**src/lbs_pkg.sv**
```systemverilog
// Purpose: constants for the ladder boolean stack evaluator
// Assumes: one scan clock, opcodes issued by the program sequencer
// Notes:   opcode values and phase codes are local encodings
//
// What this block does
// - end instruction stops the main program
// - load contact pushes the image bit
// - inverted load pushes the complemented bit
// - every load after the first of a rung pushes, older levels move down
// - eight levels maximum; overflow raises error
// - series combine ANDs top two levels
// - parallel combine ORs top two levels
// - series contact ANDs into rung result
// - parallel contact ORs into rung result
// - rung continues after a coil
// - ordinary I/O moves only in update phases
// - immediate read bypasses, image stays unchanged
// - later immediates fetch the module again
// - immediate output writes module and image
// - execution stalls during immediate access
package lbs_pkg;

    // default sizes
    localparam int STACK_LEVELS = 8;
    localparam int IMG_BITS     = 256;
    localparam int NUM_IN       = 64;
    localparam int NUM_OUT      = 64;
    localparam int ADDR_W       = 8;

    // reset values
    localparam logic RST_LOW  = 1'b0;
    localparam logic RST_HIGH = 1'b1;

    // scan phase codes, driven by the scan sequencer
    typedef enum logic [1:0] {
        LBS_PH_IN_UPD  = 2'h0,
        LBS_PH_EXEC    = 2'h1,
        LBS_PH_OUT_UPD = 2'h3,
        LBS_PH_IDLE    = 2'h2
    } lbs_phase_t;

    // instruction opcodes
    typedef enum logic [3:0] {
        LBS_OP_NOP                     = 4'h0,
        LBS_OP_LOAD_CONTACT            = 4'h1,
        LBS_OP_LOAD_INVERTED_CONTACT   = 4'h2,
        LBS_OP_AND                     = 4'h3,
        LBS_OP_AND_NOT                 = 4'h4,
        LBS_OP_OR                      = 4'h5,
        LBS_OP_OR_NOT                  = 4'h6,
        LBS_OP_COMBINE_SERIES_LEVELS   = 4'h7,
        LBS_OP_COMBINE_PARALLEL_LEVELS = 4'h8,
        LBS_OP_OUT                     = 4'h9,
        LBS_OP_LOAD_IMM                = 4'hA,
        LBS_OP_LOAD_INVERTED_IMM       = 4'hB,
        LBS_OP_AND_IMM                 = 4'hC,
        LBS_OP_OR_IMM                  = 4'hD,
        LBS_OP_OUT_IMM                 = 4'hE,
        LBS_OP_END                     = 4'hF
    } lbs_op_t;

    // immediate access sequencer, gray along idle -> wait
    typedef enum logic [0:0] {
        LBS_ST_IDLE = 1'h0,
        LBS_ST_WAIT = 1'h1
    } lbs_state_t;

endpackage

```
**src/lbs_evaluator.sv**
```systemverilog
// Purpose: boolean stack evaluator for ladder contacts, coils and immediates
// Assumes: image register held here; module port logic shares clk
// Notes:   io_in is a pin group and is synchronised; imm_* are not
`timescale 1ns/100ps

module lbs_evaluator #(
    parameter int STACK_LEVELS = lbs_pkg::STACK_LEVELS,
    parameter int IMG_BITS     = lbs_pkg::IMG_BITS,
    parameter int NUM_IN       = lbs_pkg::NUM_IN,
    parameter int NUM_OUT      = lbs_pkg::NUM_OUT,
    parameter int ADDR_W       = lbs_pkg::ADDR_W
) (
    // clock and reset
    input  wire logic                 clk,
    input  wire logic                 rst_b,
    // scan sequencer
    input  wire lbs_pkg::lbs_phase_t  phase,
    // instruction stream
    input  wire logic                 instr_valid,
    input  wire lbs_pkg::lbs_op_t     instr_op,
    input  wire logic [ADDR_W-1:0]    instr_addr,
    input  wire logic                 instr_isr,
    output      logic                 instr_ready,
    // status
    output      logic                 rung_result,
    output      logic                 stack_err,
    output      logic                 prog_done,
    // ordinary I/O pins
    input  wire logic [NUM_IN-1:0]    io_in,
    output      logic [NUM_OUT-1:0]   io_out,
    // immediate module access
    output      logic                 imm_req,
    output      logic                 imm_wr,
    output      logic [ADDR_W-1:0]    imm_addr,
    output      logic                 imm_wdata,
    input  wire logic                 imm_ack,
    input  wire logic                 imm_rdata
);
    import lbs_pkg::*;

    localparam int DEPTH_W = $clog2(STACK_LEVELS + 1);
    localparam logic [DEPTH_W-1:0] DEPTH_MAX  = DEPTH_W'(STACK_LEVELS);
    localparam logic [DEPTH_W-1:0] DEPTH_ZERO = '0;
    localparam logic [DEPTH_W-1:0] DEPTH_ONE  = DEPTH_W'(1);

    // contact value, optionally inverted
    function automatic logic contact(input logic val, input logic inv);
        contact = inv ? ~val : val;
    endfunction

    // true for the opcodes that go out to the module
    function automatic logic is_imm(input lbs_op_t op);
        is_imm = (op == LBS_OP_LOAD_IMM) || (op == LBS_OP_LOAD_INVERTED_IMM) ||
                 (op == LBS_OP_AND_IMM) || (op == LBS_OP_OR_IMM) ||
                 (op == LBS_OP_OUT_IMM);
    endfunction

    // state
    logic [IMG_BITS-1:0]     img_reg;
    logic [STACK_LEVELS-1:0] stk_reg;
    logic [STACK_LEVELS-1:0] stk_next;
    logic [DEPTH_W-1:0]      depth_reg;
    logic [DEPTH_W-1:0]      depth_next;
    logic                    new_rung_reg;
    logic                    err_reg;
    logic                    done_reg;
    logic                    ready_reg;
    logic [NUM_IN-1:0]       in_s1_reg;
    logic [NUM_IN-1:0]       in_s2_reg;
    logic [NUM_OUT-1:0]      out_reg;
    lbs_state_t              state_reg;
    lbs_op_t                 pend_op_reg;
    logic [ADDR_W-1:0]       pend_addr_reg;
    logic                    req_reg;
    logic                    wr_reg;
    logic                    wdata_reg;

    // decoded evaluation step
    logic    accept;
    logic    skip;
    logic    fire;
    lbs_op_t ev_op;
    logic    [ADDR_W-1:0] ev_addr;
    logic    ev_img;
    logic    cv;
    logic    err_set;
    logic    coil_wr;
    logic    start_imm;

    // an instruction is taken only while the program runs
    assign accept = instr_valid && ready_reg && (phase == LBS_PH_EXEC) &&
                    (state_reg == LBS_ST_IDLE);
    // after the end marker only separately entered routines run
    assign skip = done_reg && !instr_isr;
    // immediates do not evaluate until the module answers
    assign start_imm = accept && !skip && is_imm(instr_op);
    assign fire = (accept && !skip && !is_imm(instr_op)) ||
                  ((state_reg == LBS_ST_WAIT) && imm_ack);
    assign ev_op   = (state_reg == LBS_ST_WAIT) ? pend_op_reg : instr_op;
    assign ev_addr = (state_reg == LBS_ST_WAIT) ? pend_addr_reg : instr_addr;
    assign ev_img  = img_reg[ev_addr];

    // contact source: image for ordinary ops, module answer for immediates
    always_comb begin
        if (state_reg == LBS_ST_WAIT) begin
            cv = imm_rdata;
        end else begin
            cv = ev_img;
        end
    end

    // stack arithmetic for one evaluated instruction
    always_comb begin
        stk_next   = stk_reg;
        depth_next = depth_reg;
        err_set    = 1'b0;
        coil_wr    = 1'b0;
        if (fire) begin
            unique case (ev_op)
                LBS_OP_LOAD_CONTACT, LBS_OP_LOAD_INVERTED_CONTACT,
                LBS_OP_LOAD_IMM, LBS_OP_LOAD_INVERTED_IMM: begin
                    if (new_rung_reg) begin
                        // a fresh rung discards what the last one left
                        stk_next   = {{(STACK_LEVELS-1){1'b0}},
                                      contact(cv, ev_op == LBS_OP_LOAD_INVERTED_CONTACT ||
                                                  ev_op == LBS_OP_LOAD_INVERTED_IMM)};
                        depth_next = DEPTH_ONE;
                    end else if (depth_reg == DEPTH_MAX) begin
                        err_set = 1'b1;
                    end else begin
                        // push; older levels move one down
                        stk_next   = {stk_reg[STACK_LEVELS-2:0],
                                      contact(cv, ev_op == LBS_OP_LOAD_INVERTED_CONTACT ||
                                                  ev_op == LBS_OP_LOAD_INVERTED_IMM)};
                        depth_next = depth_reg + DEPTH_ONE;
                    end
                end
                LBS_OP_AND, LBS_OP_AND_NOT, LBS_OP_AND_IMM: begin
                    if (depth_reg == DEPTH_ZERO) begin
                        err_set = 1'b1;
                    end else begin
                        stk_next[0] = stk_reg[0] &
                                      contact(cv, ev_op == LBS_OP_AND_NOT);
                    end
                end
                LBS_OP_OR, LBS_OP_OR_NOT, LBS_OP_OR_IMM: begin
                    if (depth_reg == DEPTH_ZERO) begin
                        err_set = 1'b1;
                    end else begin
                        stk_next[0] = stk_reg[0] |
                                      contact(cv, ev_op == LBS_OP_OR_NOT);
                    end
                end
                LBS_OP_COMBINE_SERIES_LEVELS: begin
                    if (depth_reg < DEPTH_W'(2)) begin
                        err_set = 1'b1;
                    end else begin
                        stk_next   = {1'b0, stk_reg[STACK_LEVELS-1:2],
                                      stk_reg[1] & stk_reg[0]};
                        depth_next = depth_reg - DEPTH_ONE;
                    end
                end
                LBS_OP_COMBINE_PARALLEL_LEVELS: begin
                    if (depth_reg < DEPTH_W'(2)) begin
                        err_set = 1'b1;
                    end else begin
                        stk_next   = {1'b0, stk_reg[STACK_LEVELS-1:2],
                                      stk_reg[1] | stk_reg[0]};
                        depth_next = depth_reg - DEPTH_ONE;
                    end
                end
                LBS_OP_OUT, LBS_OP_OUT_IMM: begin
                    // the stack is left intact so the rung may go on
                    if (depth_reg == DEPTH_ZERO) begin
                        err_set = 1'b1;
                    end else begin
                        coil_wr = 1'b1;
                    end
                end
                LBS_OP_NOP, LBS_OP_END: begin
                    stk_next = stk_reg;
                end
            endcase
        end
    end

    // boolean stack and its depth
    always_ff @(posedge clk or negedge rst_b) begin
        if (!rst_b) begin
            stk_reg   <= '0;
            depth_reg <= DEPTH_ZERO;
        end else if (phase == LBS_PH_IN_UPD) begin
            stk_reg   <= '0;
            depth_reg <= DEPTH_ZERO;
        end else begin
            stk_reg   <= stk_next;
            depth_reg <= depth_next;
        end
    end

    // a load right after a coil opens a new rung
    always_ff @(posedge clk or negedge rst_b) begin
        if (!rst_b) begin
            new_rung_reg <= RST_HIGH;
        end else if (phase == LBS_PH_IN_UPD) begin
            new_rung_reg <= 1'b1;
        end else if (fire) begin
            new_rung_reg <= (ev_op == LBS_OP_OUT) || (ev_op == LBS_OP_OUT_IMM);
        end
    end

    // sticky stack error, cleared when a new scan starts
    always_ff @(posedge clk or negedge rst_b) begin
        if (!rst_b) begin
            err_reg <= RST_LOW;
        end else if (err_set) begin
            err_reg <= 1'b1;
        end else if (phase == LBS_PH_IN_UPD) begin
            err_reg <= 1'b0;
        end
    end

    // end marker seen in this scan
    always_ff @(posedge clk or negedge rst_b) begin
        if (!rst_b) begin
            done_reg <= RST_LOW;
        end else if (phase == LBS_PH_IN_UPD) begin
            done_reg <= 1'b0;
        end else if (accept && !instr_isr && instr_op == LBS_OP_END) begin
            done_reg <= 1'b1;
        end
    end

    // input pins pass two flops before use
    always_ff @(posedge clk or negedge rst_b) begin
        if (!rst_b) begin
            in_s1_reg <= '0;
            in_s2_reg <= '0;
        end else begin
            in_s1_reg <= io_in;
            in_s2_reg <= in_s1_reg;
        end
    end

    // image register: input update, coil writes
    always_ff @(posedge clk or negedge rst_b) begin
        if (!rst_b) begin
            img_reg <= '0;
        end else if (phase == LBS_PH_IN_UPD) begin
            img_reg[NUM_IN-1:0] <= in_s2_reg;
        end else if (coil_wr) begin
            // immediate output updates the image as well
            img_reg[ev_addr] <= stk_reg[0];
        end
    end

    // output pins change only in the output update phase
    always_ff @(posedge clk or negedge rst_b) begin
        if (!rst_b) begin
            out_reg <= '0;
        end else if (phase == LBS_PH_OUT_UPD) begin
            out_reg <= img_reg[NUM_IN +: NUM_OUT];
        end
    end

    // immediate access sequencer; every immediate asks the module anew
    always_ff @(posedge clk or negedge rst_b) begin
        if (!rst_b) begin
            state_reg     <= LBS_ST_IDLE;
            pend_op_reg   <= LBS_OP_NOP;
            pend_addr_reg <= '0;
            req_reg       <= RST_LOW;
            wr_reg        <= RST_LOW;
            wdata_reg     <= RST_LOW;
            ready_reg     <= RST_HIGH;
        end else begin
            unique case (state_reg)
                LBS_ST_IDLE: begin
                    if (start_imm) begin
                        state_reg     <= LBS_ST_WAIT;
                        pend_op_reg   <= instr_op;
                        pend_addr_reg <= instr_addr;
                        req_reg       <= 1'b1;
                        wr_reg        <= (instr_op == LBS_OP_OUT_IMM);
                        wdata_reg     <= stk_reg[0];
                        ready_reg     <= 1'b0;
                    end
                end
                LBS_ST_WAIT: begin
                    if (imm_ack) begin
                        state_reg <= LBS_ST_IDLE;
                        req_reg   <= 1'b0;
                        wr_reg    <= 1'b0;
                        ready_reg <= 1'b1;
                    end
                end
            endcase
        end
    end

    // outputs straight from flops
    assign instr_ready = ready_reg;
    assign rung_result = stk_reg[0];
    assign stack_err   = err_reg;
    assign prog_done   = done_reg;
    assign io_out      = out_reg;
    assign imm_req     = req_reg;
    assign imm_wr      = wr_reg;
    assign imm_addr    = pend_addr_reg;
    assign imm_wdata   = wdata_reg;

endmodule

```
**config.mk**
```make
export PLATFORM = sky130hd
export DESIGN_NAME = lbs_evaluator
export DESIGN_NICKNAME = d
export VERILOG_FILES = /design/src/lbs_pkg.sv /design/src/lbs_evaluator.sv
export SDC_FILE = /design/constraint.sdc
export NUM_CORES = 1
export LEC_CHECK = 0
export BUFFER_PORTS_ARGS = -buffer_cell sky130_fd_sc_hd__buf_2
export CORE_UTILIZATION = 65
export CTS_CLUSTER_SIZE = 28
export DETAILED_ROUTE_END_ITERATION = 8
export PLACE_DENSITY_LB_ADDON = 0.3
export SETUP_SLACK_MARGIN = 0.05
export SYNTH_ARGS = -nofsm -noshare
export SYNTH_HDL_FRONTEND = slang
export SYNTH_SLANG_ARGS = --single-unit
```
**constraint.sdc**
```tcl
create_clock -name clk -period 7.7 [get_ports clk]
set_clock_uncertainty 0.1 [all_clocks]
set_input_delay 1.925 -clock clk [delete_from_list [all_inputs] [get_ports clk]]
set_output_delay 1.925 -clock clk [all_outputs]
set_load 0.005 [all_outputs]
```
### Yosys cells after proc, flatten, opt, wreduce, memory -nomap -nowiden

Cells that the tools add are included.
Widths: inputs -> output; s select.

* register bits: 480
* input port bits: 84

* bitwise logic cells: 7
* add/sub/neg operators: 2
* reduce and logical (&&, ||, !) cells: 42
* multiplexer cells: 55
* eq/ne operators: 31
* order comparisons: 3

Operators by type and width (count)
* $bwmux 256: 1
* $mux 64: 2
* $eq 4x4->1 const B: 14
* $mux 8: 7
* $mux 1: 29
* $mux 4: 6
* $pmux 7 s3: 1
* $eq 4x3->1 const B: 4
* $ne 3x3->1 const B: 4
* $logic_and 1x1->1: 11
* $lt 8x9->1 const B: 1
* $bmux 1 s8: 1
* $demux 1 s8: 1
* $eq 4x2->1 const B: 2
* $ge 8x1->1 const B: 1
* $pmux 1 s2: 4
* $pmux 4 s2: 1
* $reduce_bool 2->1: 4
* $reduce_or 8->1: 1
* $logic_or 1x1->1: 7
* $reduce_and 7->1: 1
* $reduce_and 2->1: 3
* $reduce_bool 6->1: 1
* $reduce_or 3->1: 2
* 23 further kinds: 31

### Longest topological paths before layout

Gate-level depths: netlist of the first run.

* depth after elaboration: 11
* gate-level depth with buffers: 16
* mapped depth without buffers: 11

### Least setup slack after synthesis of the first run

OpenSTA, ideal clock, no wires.

* path kind: input -> register
* start: in instr_addr[1]
* end: reg stk_reg[0]
* stages: 13
* arrival: 4496 ps
* path slack: 2978 ps
* data required time: 7474 ps
* path buffers: 3
* cells stage by stage: and3b_1 buf_6 or2_1 clkbuf_1 buf_2 a22oi_1 a21oi_1 or4_1 a41oi_1 nor4_2 and4b_1 o311a_1 a221o_1

* cells in the longest elaborated chain, start to end: 11
* elaborated cells on any way between the ends: 17
* those cells by class: 14 x mux; 3 x bitwise

Ends and longest elaborated chain
* start: declaration: line lbs_evaluator.sv:21 `input wire logic [ADDR_W-1:0] instr_addr,`
* $mux 8 (*): line lbs_evaluator.sv:100 `assign ev_addr = (state_reg == LBS_ST_WAIT) ? pend_addr_reg : instr_addr;`
* $bmux 1 s8 (*): line lbs_evaluator.sv:101 `assign ev_img = img_reg[ev_addr];`
* $mux 1 (not written as such) (*): line lbs_evaluator.sv:101
* $mux 1 (*): line lbs_evaluator.sv:105 `if (state_reg == LBS_ST_WAIT) begin`
* $not 1->1: line lbs_evaluator.sv:48 `contact = inv ? ~val : val;`
* $mux 1: line lbs_evaluator.sv:48
* $or 1x1->1 (tied with other cells): line lbs_evaluator.sv:150 `stk_next[0] = stk_reg[0] |`
* $mux 1 (tied with other cells): line lbs_evaluator.sv:147 `if (depth_reg == DEPTH_ZERO) begin`
* $pmux 1 s5 (*): line lbs_evaluator.sv:119 `unique case (ev_op)`
* $mux 8 (*): line lbs_evaluator.sv:118 `if (fire) begin`
* $mux 8 (*): line lbs_evaluator.sv:192 `end else if (phase == LBS_PH_IN_UPD) begin`
* end signal: assignment: line lbs_evaluator.sv:196 `stk_reg <= stk_next;`
* end: declaration: line lbs_evaluator.sv:60 `logic [STACK_LEVELS-1:0] stk_reg;`

Every way passes the cells marked *; elsewhere a longest branch is shown, timed or not. The select of a mux whose other input is x is not followed.
A chain may end at the register's enable or synchronous reset.

### Final worst setup path of the first run

* start: in phase[1]
* end: reg img_reg[27]

* cells in the longest elaborated chain, start to end: 8
* elaborated cells on any way between the ends: 10
* those cells by class: 1 x eq/ne; 2 x mux; 7 x reduce/logical

Ends and longest elaborated chain
* start: declaration: line lbs_evaluator.sv:17 `input wire lbs_pkg::lbs_phase_t phase,`
* $eq 2x1->1: line lbs_evaluator.sv:91 `assign accept = instr_valid && ready_reg && (phase == LBS_PH_EXEC) &&`
* $logic_and 1x1->1 (2 in series): line lbs_evaluator.sv:91
* $logic_and 1x1->1 (2 in series): line lbs_evaluator.sv:97 `assign fire = (accept && !skip && !is_imm(instr_op)) ||`
* $logic_or 1x1->1: line lbs_evaluator.sv:97
* $mux 1: line lbs_evaluator.sv:118
* $reduce_bool 2->1 (no source line)
* end signal: indexed assignment: line lbs_evaluator.sv:250 `img_reg[NUM_IN-1:0] <= in_s2_reg;`
* end signal: indexed assignment: line lbs_evaluator.sv:253 `img_reg[ev_addr] <= stk_reg[0];`
* end: declaration: line lbs_evaluator.sv:59 `logic [IMG_BITS-1:0] img_reg;`

Parallel ways exist; a longest one is shown, timed or not.

==> results of run 1 <==
[routing by layer]
layer | vias up | wire, µm | GRT usage
met5 | - | 0 | 0
met1 | 8061 | 21400 | 0.4418
met2 | 997 | 26430 | 0.5423
met3 | 250 | 5341 | 0.06874
met4 | 0 | 3292 | 0.1963
li1 | 7022 | - | -
[cells by family (layout without fill, tap and decap cells)]
family / Yosys count / after routing / synth area share
AOI/OAI and AO/OA: 413 / 413 / 0.1258
xor gates and xnor gates: 1 / 1 / 0.0004090
adders and majority gates: 3 / 3 / 0.001753
buffers and inverters: 163 / 300 / 0.03300
DFF: 480 / 480 / 0.5609
muxes: 326 / 326 / 0.1686
other: 0 / 1 / 0
and+or+nand+nor: 536 / 536 / 0.1095
[worst max path at each step]
stage / endpoint / depth (start not counted) / slack, ns
floorplan: stk_reg[0] / 13 / 2.98
global placement: stk_reg[0] / 13 / 2.12
detailed placement: img_reg[27] / 11 / 2.04
CTS: stk_reg[0] / 13 / 2.59
global route: img_reg[5] / 11 / 2.20
finish: img_reg[27] / 11 / 2.51
[cells in the mapped netlist, types with 3 or more instances]
master       n
ha_1         3
o21ai_1      8
o21ai_0    132
nor3b_2      3
or4_1       12
nor4_1       3
or4b_1       4
o32ai_1      3
and3_1       3
mux2_2     278
a22o_1       7
clkbuf_1   109
a22oi_1     68
nand3_1     13
a31oi_1     25
dfrtp_1    478
a21oi_1     58
or2_1        3
nor2_1     210
buf_1       10
nand4_1     35
nand2b_1     5
a41oi_1      8
a2111oi_0   13
mux2i_1     48
inv_1        8
o22ai_1     14
o21a_1      48
nor2b_1      4
nor3_1      10
nand2_1    212
and3b_1      3
buf_2       28
and2_1       5
buf_6        8
[cell type report]
cell class	count	area, µm²
repair buffers	206	1176
clock buffers	59	1301
fillers	2183	8322
clock inverters	27	315.3
inverters	8	30.03
well taps	442	553.0
multi-input cells	1279	8736
flip-flops and latches	480	12020
diodes	1	2.502
[power groups by stage]
stage,clock [mW],combinational [mW],sequential [mW]
floorplan,0,0.418,2.76
global placement,0,0.592,2.83
detailed placement,0,0.607,2.84
CTS,2.41,0.613,2.79
global route,2.52,0.675,2.81
finish,2.39,0.626,2.80
[worst reg2reg max path: stages (launching register included)]
cell and delay (ns):
dfrtp_1 0.34, buf_4 0.43, nor3b_4 0.26, buf_4 0.44, or2_2 0.57, buf_4 0.39
a22oi_1 0.14, a21oi_1 0.30, or4_1 0.17, a41oi_1 0.17, nor4_2 0.65, mux2i_1 0.17
o311a_1 0.35, a221o_1 0.26
[per-stage QoR]
stage | power (mW) | instances | setup slack [ns] | area [µm²] | hold slack, ns
global route | 6.001 | 2502 | 2.197 | 24130 | 0.2493
finish | 5.820 | 2502 | 2.507 | 24130 | 0.2409
global placement | 3.420 | 2415 | 2.118 | 22510 | 0.2350
CTS | 5.820 | 2501 | 2.591 | 24130 | 0.2447
floorplan | 3.175 | 1922 | 2.978 | 21420 | 0.2312
detailed placement | 3.443 | 2415 | 2.042 | 22510 | 0.2347
==> flow_summary.yaml, run 1 <==
outcome:
  status: "finished, final reports clean"
final_layout:
  drive_gt1_frac: 0.2856
  fin_nets: 2109
  final_common_cell: "dfrtp_1"
  largest_reg_flops: 256
  final_util: 0.7436
  final_cell_mix: "dfrtp_1, mux2_2, nand2_1"
  areaGrowthSynthToFinish_pct: 12.66
place:
  routabilityCongestion: 0.8967
  hpwl_um: 34350
  io_buffers: 162
routing:
  wl_per_cell_um: 22.57
  routed_wl_um: 56460
  ant_nets: 0
  vias: 16330
  drt_iter0_drc: 2010
  drc: 0
  vias_per_cell: 6.527
  dr.pass1.iters: 6
die:
  start_util: 0.6600
  pin_count: 163
  dieWidth_um: 183.5
  dieHeight_um: 183.5
  core_area_um2: 32450
  num_rows: 66
  die-area_um2: 33680
grt:
  first_global_vias: 16252
  antenna_found_initial: 1
  grt_usage: 0.3421
  grt_pass1_wl_um: 88800
  gr-total-overflow: 0
  grt_max_degree: 147
clock_tree:
  cts_resized: 0
  cts_setup_buffers: 0
  clkTransAtPathRegs_ns: 0.07
  cts-buffers-inserted: 47
  cts_tree: "built"
  ctsHoldBuffers: 0
  cts.sinks: 480
  htree_levels: 2
  clock_path_buffers: 3
  clkLatencyLatePin_ns: 0.56
  root_buffer: "clkbuf_16"
timing:
  finalMaxSlewViolations: 0
  hold_violations: 0
  rsz0062_at_grt: "false"
  relSlewSlack: 0.1202
  min_period_ns: 5.193
  finalCritPeriodShare: 0.6744
  fmax_mhz: 192.6
  finalSetupViolations: 0
  tns_ns: 0
  worstMarginPinSlew_ns: 1.315
setup_path:
  path_cells: "buf_2 -> nand2b_1 -> a2111oi_0 -> nor2b_1 -> a21oi_1 -> nand3b_1 -> or3_1 -> nor2_1 -> nand2_1 -> mux2i_1 -> o21ai_0"
  reg2reg_slack_ns: 2.85
  slowest_stage: "nor2_1"
  required_ns: 8.00
  timing.rr.end: "stk_reg[0]"
  path_class: "in -> reg"
  end_kind: "flop"
  critPathLaunch: "phase[1]"
  cp-start-kind: "input pin"
  crit_buf_inv: 1
  rr_worst_depth: 13
  cp_top_family: "simple AND/OR/NAND/NOR gates"
  max_stage_delay_ns: 1.00
  crit_fanout: 16
  worstPathArrival_ns: 5.49
  r2r-start: "state_reg"
hold_path:
  worstHoldStart: "in_s1_reg[27]"
  min_path_type: "reg -> reg"
  worstHoldEndpoint: "in_s2_reg[27]"
  hold_path_depth: 0
power:
  internal-power_mw: 4.250
  power.density_nw_per_um2: 241.2
  p_sw_frac: 0.2698
  p_switching_mw: 1.570
  cellLeakagePower_nw: 11.17
  clock_power_share: 0.411
  vdd_drop_max_mv: 0.2312
  combPwrFrac: 0.108
  pwr-share-seq: 0.481
synth:
  syn_area_per_cell_um2: 11.14
  synth.area.top_cells: "dfrtp_1, mux2_2, nand2_1"
  synth_top_area_frac: 0.5584
  synth_nets: 2009
  yosys.area.top_type: "dfrtp_1"
  syn_area_um2: 21420
  postSynth.asyncResetShare: 1.000
  synth_cell_type_count: 66
  syn-instance-count: 1922
  synthFlopType: "dfrtp_1"
  synth-seq-cells: 480
  seq_area_frac_synth: 0.5609
  synth-edff-count: 0
  yosys_warnings: 0
flow_run:
  cap_violations: 0
Power figures use the tool's default switching activity.
==> run 2: changes to the inputs <==
CORE_UTILIZATION = 54   (was 65)
clock period = 4.47 ns   (was 7.7 ns; I/O delays follow)
==> run 2 against run 1 <==
Die area is 20% higher. Critical endpoint is now stk_reg[0]. Global-route usage decreased by 4.1 points. Sequential share of layout area fell by 0.81 points. Clock power is 62% higher. Non-clock buffer count rose by 39. Via count fell by 0.60%. Critical path depth increased by 1. Total power grew 69%. Critical path type unchanged.
==> flow_summary.yaml, run 2 (same netlist as run 1, synthesis figures left out) <==
routing:
  vias: 16232
  ant_nets: 0
  routed_wl_um: 60070
  vias_per_cell: 6.212
  drc: 0
  dr.pass1.iters: 9
  drt_iter0_drc: 1569
  wl_per_cell_um: 22.99
grt:
  grt_pass1_wl_um: 94470
  gr-total-overflow: 0
  grt_busiest_layer: "met2"
  met1_usage: 0.4005
  grtUsageMet3: 0.04713
  grt_usage: 0.3014
  first_global_vias: 16258
  use_met2: 0.4770
  antenna_found_initial: 1
  grt_max_degree: 111
clock_tree:
  root_buffer: "clkbuf_16"
  htree_levels: 2
  cts_resized: 0
  clkTransAtPathRegs_ns: 0.06
  cts_setup_buffers: 0
  cts-buffers-inserted: 48
  cts_tree: "built"
  clkLatencyLatePin_ns: 0.58
  cts.sinks: 480
  ctsHoldBuffers: 0
  clock_path_buffers: 3
power:
  cellLeakagePower_nw: 11.35
  combPwrFrac: 0.111
  p_switching_mw: 2.694
  power.density_nw_per_um2: 400.7
  clock_power_share: 0.394
  p_sw_frac: 0.2741
  internal-power_mw: 7.136
  pwr-share-seq: 0.495
  vdd_drop_max_mv: 0.3134
die:
  num_rows: 72
  dieHeight_um: 201.2
  start_util: 0.5504
  die-area_um2: 40470
  dieWidth_um: 201.2
  pin_count: 163
  core_area_um2: 38920
timing:
  rsz0062_at_grt: "false"
  relSlewSlack: 0.2619
  finalMaxSlewViolations: 0
  worstMarginPinSlew_ns: 1.107
  hold_violations: 0
  fmax_mhz: 248.3
  finalCritPeriodShare: 0.9009
  min_period_ns: 4.027
  holdWs_ns: 0.2407
  finalSetupViolations: 0
  tns_ns: 0
  fin_ws_ns: 0.4432
final_layout:
  largest_reg_flops: 256
  final_cell_count_no_fill: 2613
  drive_gt1_frac: 0.2947
  final_common_cell: "dfrtp_1"
  fin_nets: 2149
  fin_area_um2: 24530
  areaGrowthSynthToFinish_pct: 14.52
  final_cell_mix: "dfrtp_1, mux2_2, nand2_1"
  n_fill_cell: 3119
place:
  hpwl_um: 38990
  routabilityCongestion: 0.9363
  placed_area_um2: 23040
  dp_cells: 2530
  place_ws_ns: -0.1478
  io_buffers: 162
setup_path:
  worstPathArrival_ns: 4.39
  reg2reg_slack_ns: 0.45
  cp-start-kind: "input pin"
  path_class: "in -> reg"
  crit_fanout: 19
  end_kind: "flop"
  required_ns: 4.83
flow_run:
  cap_violations: 0
outcome:
  status: "finished, final reports clean"
hold_path:
  min_path_type: "reg -> reg"
==> run 2: worst paths after layout <==
check / startpoint / to / cells past startpoint
worst min-delay path: in_s1_reg[8] / in_s2_reg[8] / 0
min in group asynchronous: rst_b / io_out[19] / 1
worst max register to register: state_reg / stk_reg[0] / 13
worst max-delay path: instr_addr[0] / stk_reg[0] / 12
max in group asynchronous: rst_b / in_s1_reg[47] / 2
worst min register to register: in_s1_reg[8] / in_s2_reg[8] / 0
==> run 2: metal layers <==
| metal | vias up | part of all wire |
|---|---|---|
| met1 | 8059 | 0.40 |
| met3 | 213 | 0.076 |
| met2 | 842 | 0.47 |
| met4 | 0 | 0.052 |
| li1 | 7118 | - |
| met5 | - | 0 |
==> run 2: power by group through the flow <==
stage / combinational [mW] / clock (mW) / sequential, mW
after detailed placement: 1.07 / 0 / 4.93
after global routing: 1.18 / 4.11 / 4.89
after floorplan: 0.721 / 0 / 4.75
final: 1.09 / 3.88 / 4.87
after global placement: 1.04 / 0 / 4.92
after CTS: 1.08 / 3.94 / 4.86
==> run 2: critical path, stage by stage <==
cell and delay [ns]:
buf_2 0.14, nor3b_2 0.18, or2_1 0.31, buf_12 0.19, a2111oi_0 0.50, o22ai_1 0.17, or4_1 0.43, a41oi_1 0.40
nor4_2 0.18, and4b_1 0.22, o311a_1 0.28, a221o_1 0.26
==> run 2: metrics by stage <==
step             util  power, mW
4_1_cts        0.6302      9.875
2_1_floorplan       -      5.469
6_report       0.6303      9.830
5_1_grt        0.6303      10.18
3_3_place_gp   0.5920      5.964
3_5_place_dp   0.5920      6.000
==> run 2: cell type report <==
| cell class | instances | area, µm² | share of cell area |
|---|---|---|---|
| Tap cell | 518 | 648.1 | 0.02642 |
| Clock inverter | 19 | 161.4 | 0.006580 |
| Clock buffer | 63 | 1329 | 0.05417 |
| Sequential cell | 480 | 12020 | 0.4899 |
| Antenna cell | 1 | 2.502 | 0.0001020 |
| Multi-Input combinational cell | 1279 | 8735 | 0.3561 |
| Inverter | 8 | 30.03 | 0.001224 |
| Timing Repair Buffer | 245 | 1607 | 0.06549 |
==> run 3: changes to the inputs <==
BUFFER_PORTS_ARGS = default   (was -buffer_cell sky130_fd_sc_hd__buf_2)
CORE_UTILIZATION = 58   (was 54)
DONT_BUFFER_PORTS = 1   (was default)
SLEW_MARGIN = 10   (was default)
==> run 3 against run 2 <==
Sequential share of layout area up 1.4 points. Critical path depth is 2 lower. Non-clock buffer count is 177 lower. Via count down 3.5%. Combinational power fell by 12%. Cell count decreased by 8.4%. Largest power group unchanged. The run now ends with max-slew violations left. Die area is 6.8% lower. Clock-buffer cell count down 1. Utilization up 2.4 points. Register-to-register slack worse by 0.04 ns. Worst hold slack got worse by 0.11 ns.
==> flow_summary.yaml, run 3 (same netlist as run 1, synthesis figures left out) <==
final_layout:
  seq_area_um2: 12020
  areaGrowthSynthToFinish_pct: 11.29
  largest_reg_flops: 256
  fin_nets: 1973
  drive_gt1_frac: 0.2362
  n_fill_cell: 2741
  multiInputGateArea_um2: 8735
  fin_area_um2: 23840
  antennaDiodeCount: 0
  final_common_cell: "dfrtp_1"
  final_util: 0.6542
  final_cell_mix: "dfrtp_1, mux2_2, nand2_1"
outcome:
  status: "finished, violations left"
  violations: "max-slew violations"
timing:
  finalMaxSlewViolations: 192
  fmax_mhz: 246.2
  worstMarginPinSlew_ns: 1.695
  tns_ns: 0
  hold_violations: 0
  min_period_ns: 4.061
  finalCritPeriodShare: 0.9085
  relSlewSlack: -0.1297
  rsz0062_at_grt: "false"
  finalSetupViolations: 0
routing:
  vias_per_cell: 6.542
  drc: 0
  ant_nets: 0
  vias: 15661
  wl_per_cell_um: 24.17
  dr.pass1.iters: 6
  routed_wl_um: 57860
  drt_iter0_drc: 1700
grt:
  first_global_vias: 15810
  antenna_found_initial: 0
  grt_usage: 0.3149
  grt_max_degree: 481
  grt_pass1_wl_um: 92000
  gr-total-overflow: 0
clock_tree:
  clkTransAtPathRegs_ns: 0.06
  cts_tree: "built"
  clock_path_buffers: 3
  root_buffer: "clkbuf_16"
  clkLatencyLatePin_ns: 0.60
  cts_setup_buffers: 0
  ctsHoldBuffers: 0
  cts-buffers-inserted: 49
  cts_resized: 0
  htree_levels: 2
  cts.sinks: 480
setup_path:
  worstPathArrival_ns: 4.43
  slowest_stage: "o32a_1"
  crit_fanout: 37
  path_cells: "buf_12 -> o32a_1 -> buf_4 -> a21oi_1 -> or4b_1 -> a41oi_1 -> nor4_2 -> and4b_1 -> o311a_1 -> a221o_1"
  required_ns: 4.84
  cp_top_family: "compound AO/OA/AOI/OAI gates"
  path_class: "reg -> reg"
  crit_buf_inv: 2
  cp-start-kind: "flop"
  max_stage_delay_ns: 0.73
  end_kind: "flop"
place:
  placed_area_um2: 21990
  routabilityCongestion: 0.9139
  hpwl_um: 36100
  io_buffers: 0
flow_run:
  cap_violations: 0
die:
  start_util: 0.5879
  pin_count: 163
  dieHeight_um: 194.2
  num_rows: 70
  core_area_um2: 36430
  die-area_um2: 37700
  dieWidth_um: 194.2
hold_path:
  min_path_type: "in -> async"
power:
  power.density_nw_per_um2: 434.9
  vdd_drop_max_mv: 0.5047
  cellLeakagePower_nw: 10.66
-- run 3: changes by cell type in the layout (fill, tap and decap cells not counted), moves of 3 or more --
cell,previous run,this run
buf_2,161,0
buf_12,13,9
clkbuf_1,9,3
clkbuf_8,5,8
buf_4,70,59
bufinv_16,2,11
-- run 3: path summary, 6_finish.rpt --
path	from	cells past startpoint	slack (ns)	end
hold reg to reg	in_s1_reg[41]	0	0.25	in_s2_reg[41]
hold / removal	rst_b	0	0.13	io_out[10]
max in group asynchronous	rst_b	0	2.79	img_reg[199]
setup reg to reg	state_reg	10	0.41	stk_reg[0]
min in group clk	in_s1_reg[41]	0	0.25	in_s2_reg[41]
setup / recovery	state_reg	10	0.41	stk_reg[0]
-- run 3: per-layer routing --
layer  track usage  wire length [µm]
met3       0.04696              3987
met5       0.01277                36
met4        0.1649              2966
met2        0.5131             27870
met1        0.4099             22990
-- run 3: cell type report --
type | instances | share of cell area
sequential | 480 | 0.5042
multi-input combinational | 1279 | 0.3664
clock buffer | 62 | 0.05863
timing repair buffer | 68 | 0.02614
tap | 468 | 0.02457
clock inverter | 29 | 0.01879
inverter | 8 | 0.001260
-- run 3: through the flow --
step / cells / hold WS [ns] / power, mW / setup slack (ns)
finish: 2394 / 0.1301 / 10.37 / 0.4089
global route: 2394 / 0.1064 / 10.70 / 0.3197
CTS: 2394 / 0.1034 / 10.41 / 0.5041
detailed placement: 2303 / 0.2347 / 5.795 / 0.1272
global placement: 2303 / 0.2352 / 5.758 / 0.1493
floorplan: 1922 / 0.2312 / 5.469 / 0.5555
-- run 3: power breakdown --
part | internal, mW | leakage, nW | switching, mW
Combinational | 0.302 | 3.52 | 0.655
Clock | 2.86 | 0.904 | 1.76
Sequential | 4.57 | 6.24 | 0.231
Total | 7.72 | 10.7 | 2.64
-- run 3: worst reg2reg max path, delay by kind of cell (launching register included) --
| kind | cells | cell delay [ns] |
|---|---|---|
| AO/OA/AOI/OAI | 5 | 1.73 |
| AND/OR/NAND/NOR | 3 | 0.94 |
| flip-flops | 1 | 0.63 |
| buffers and inverters | 2 | 0.55 |
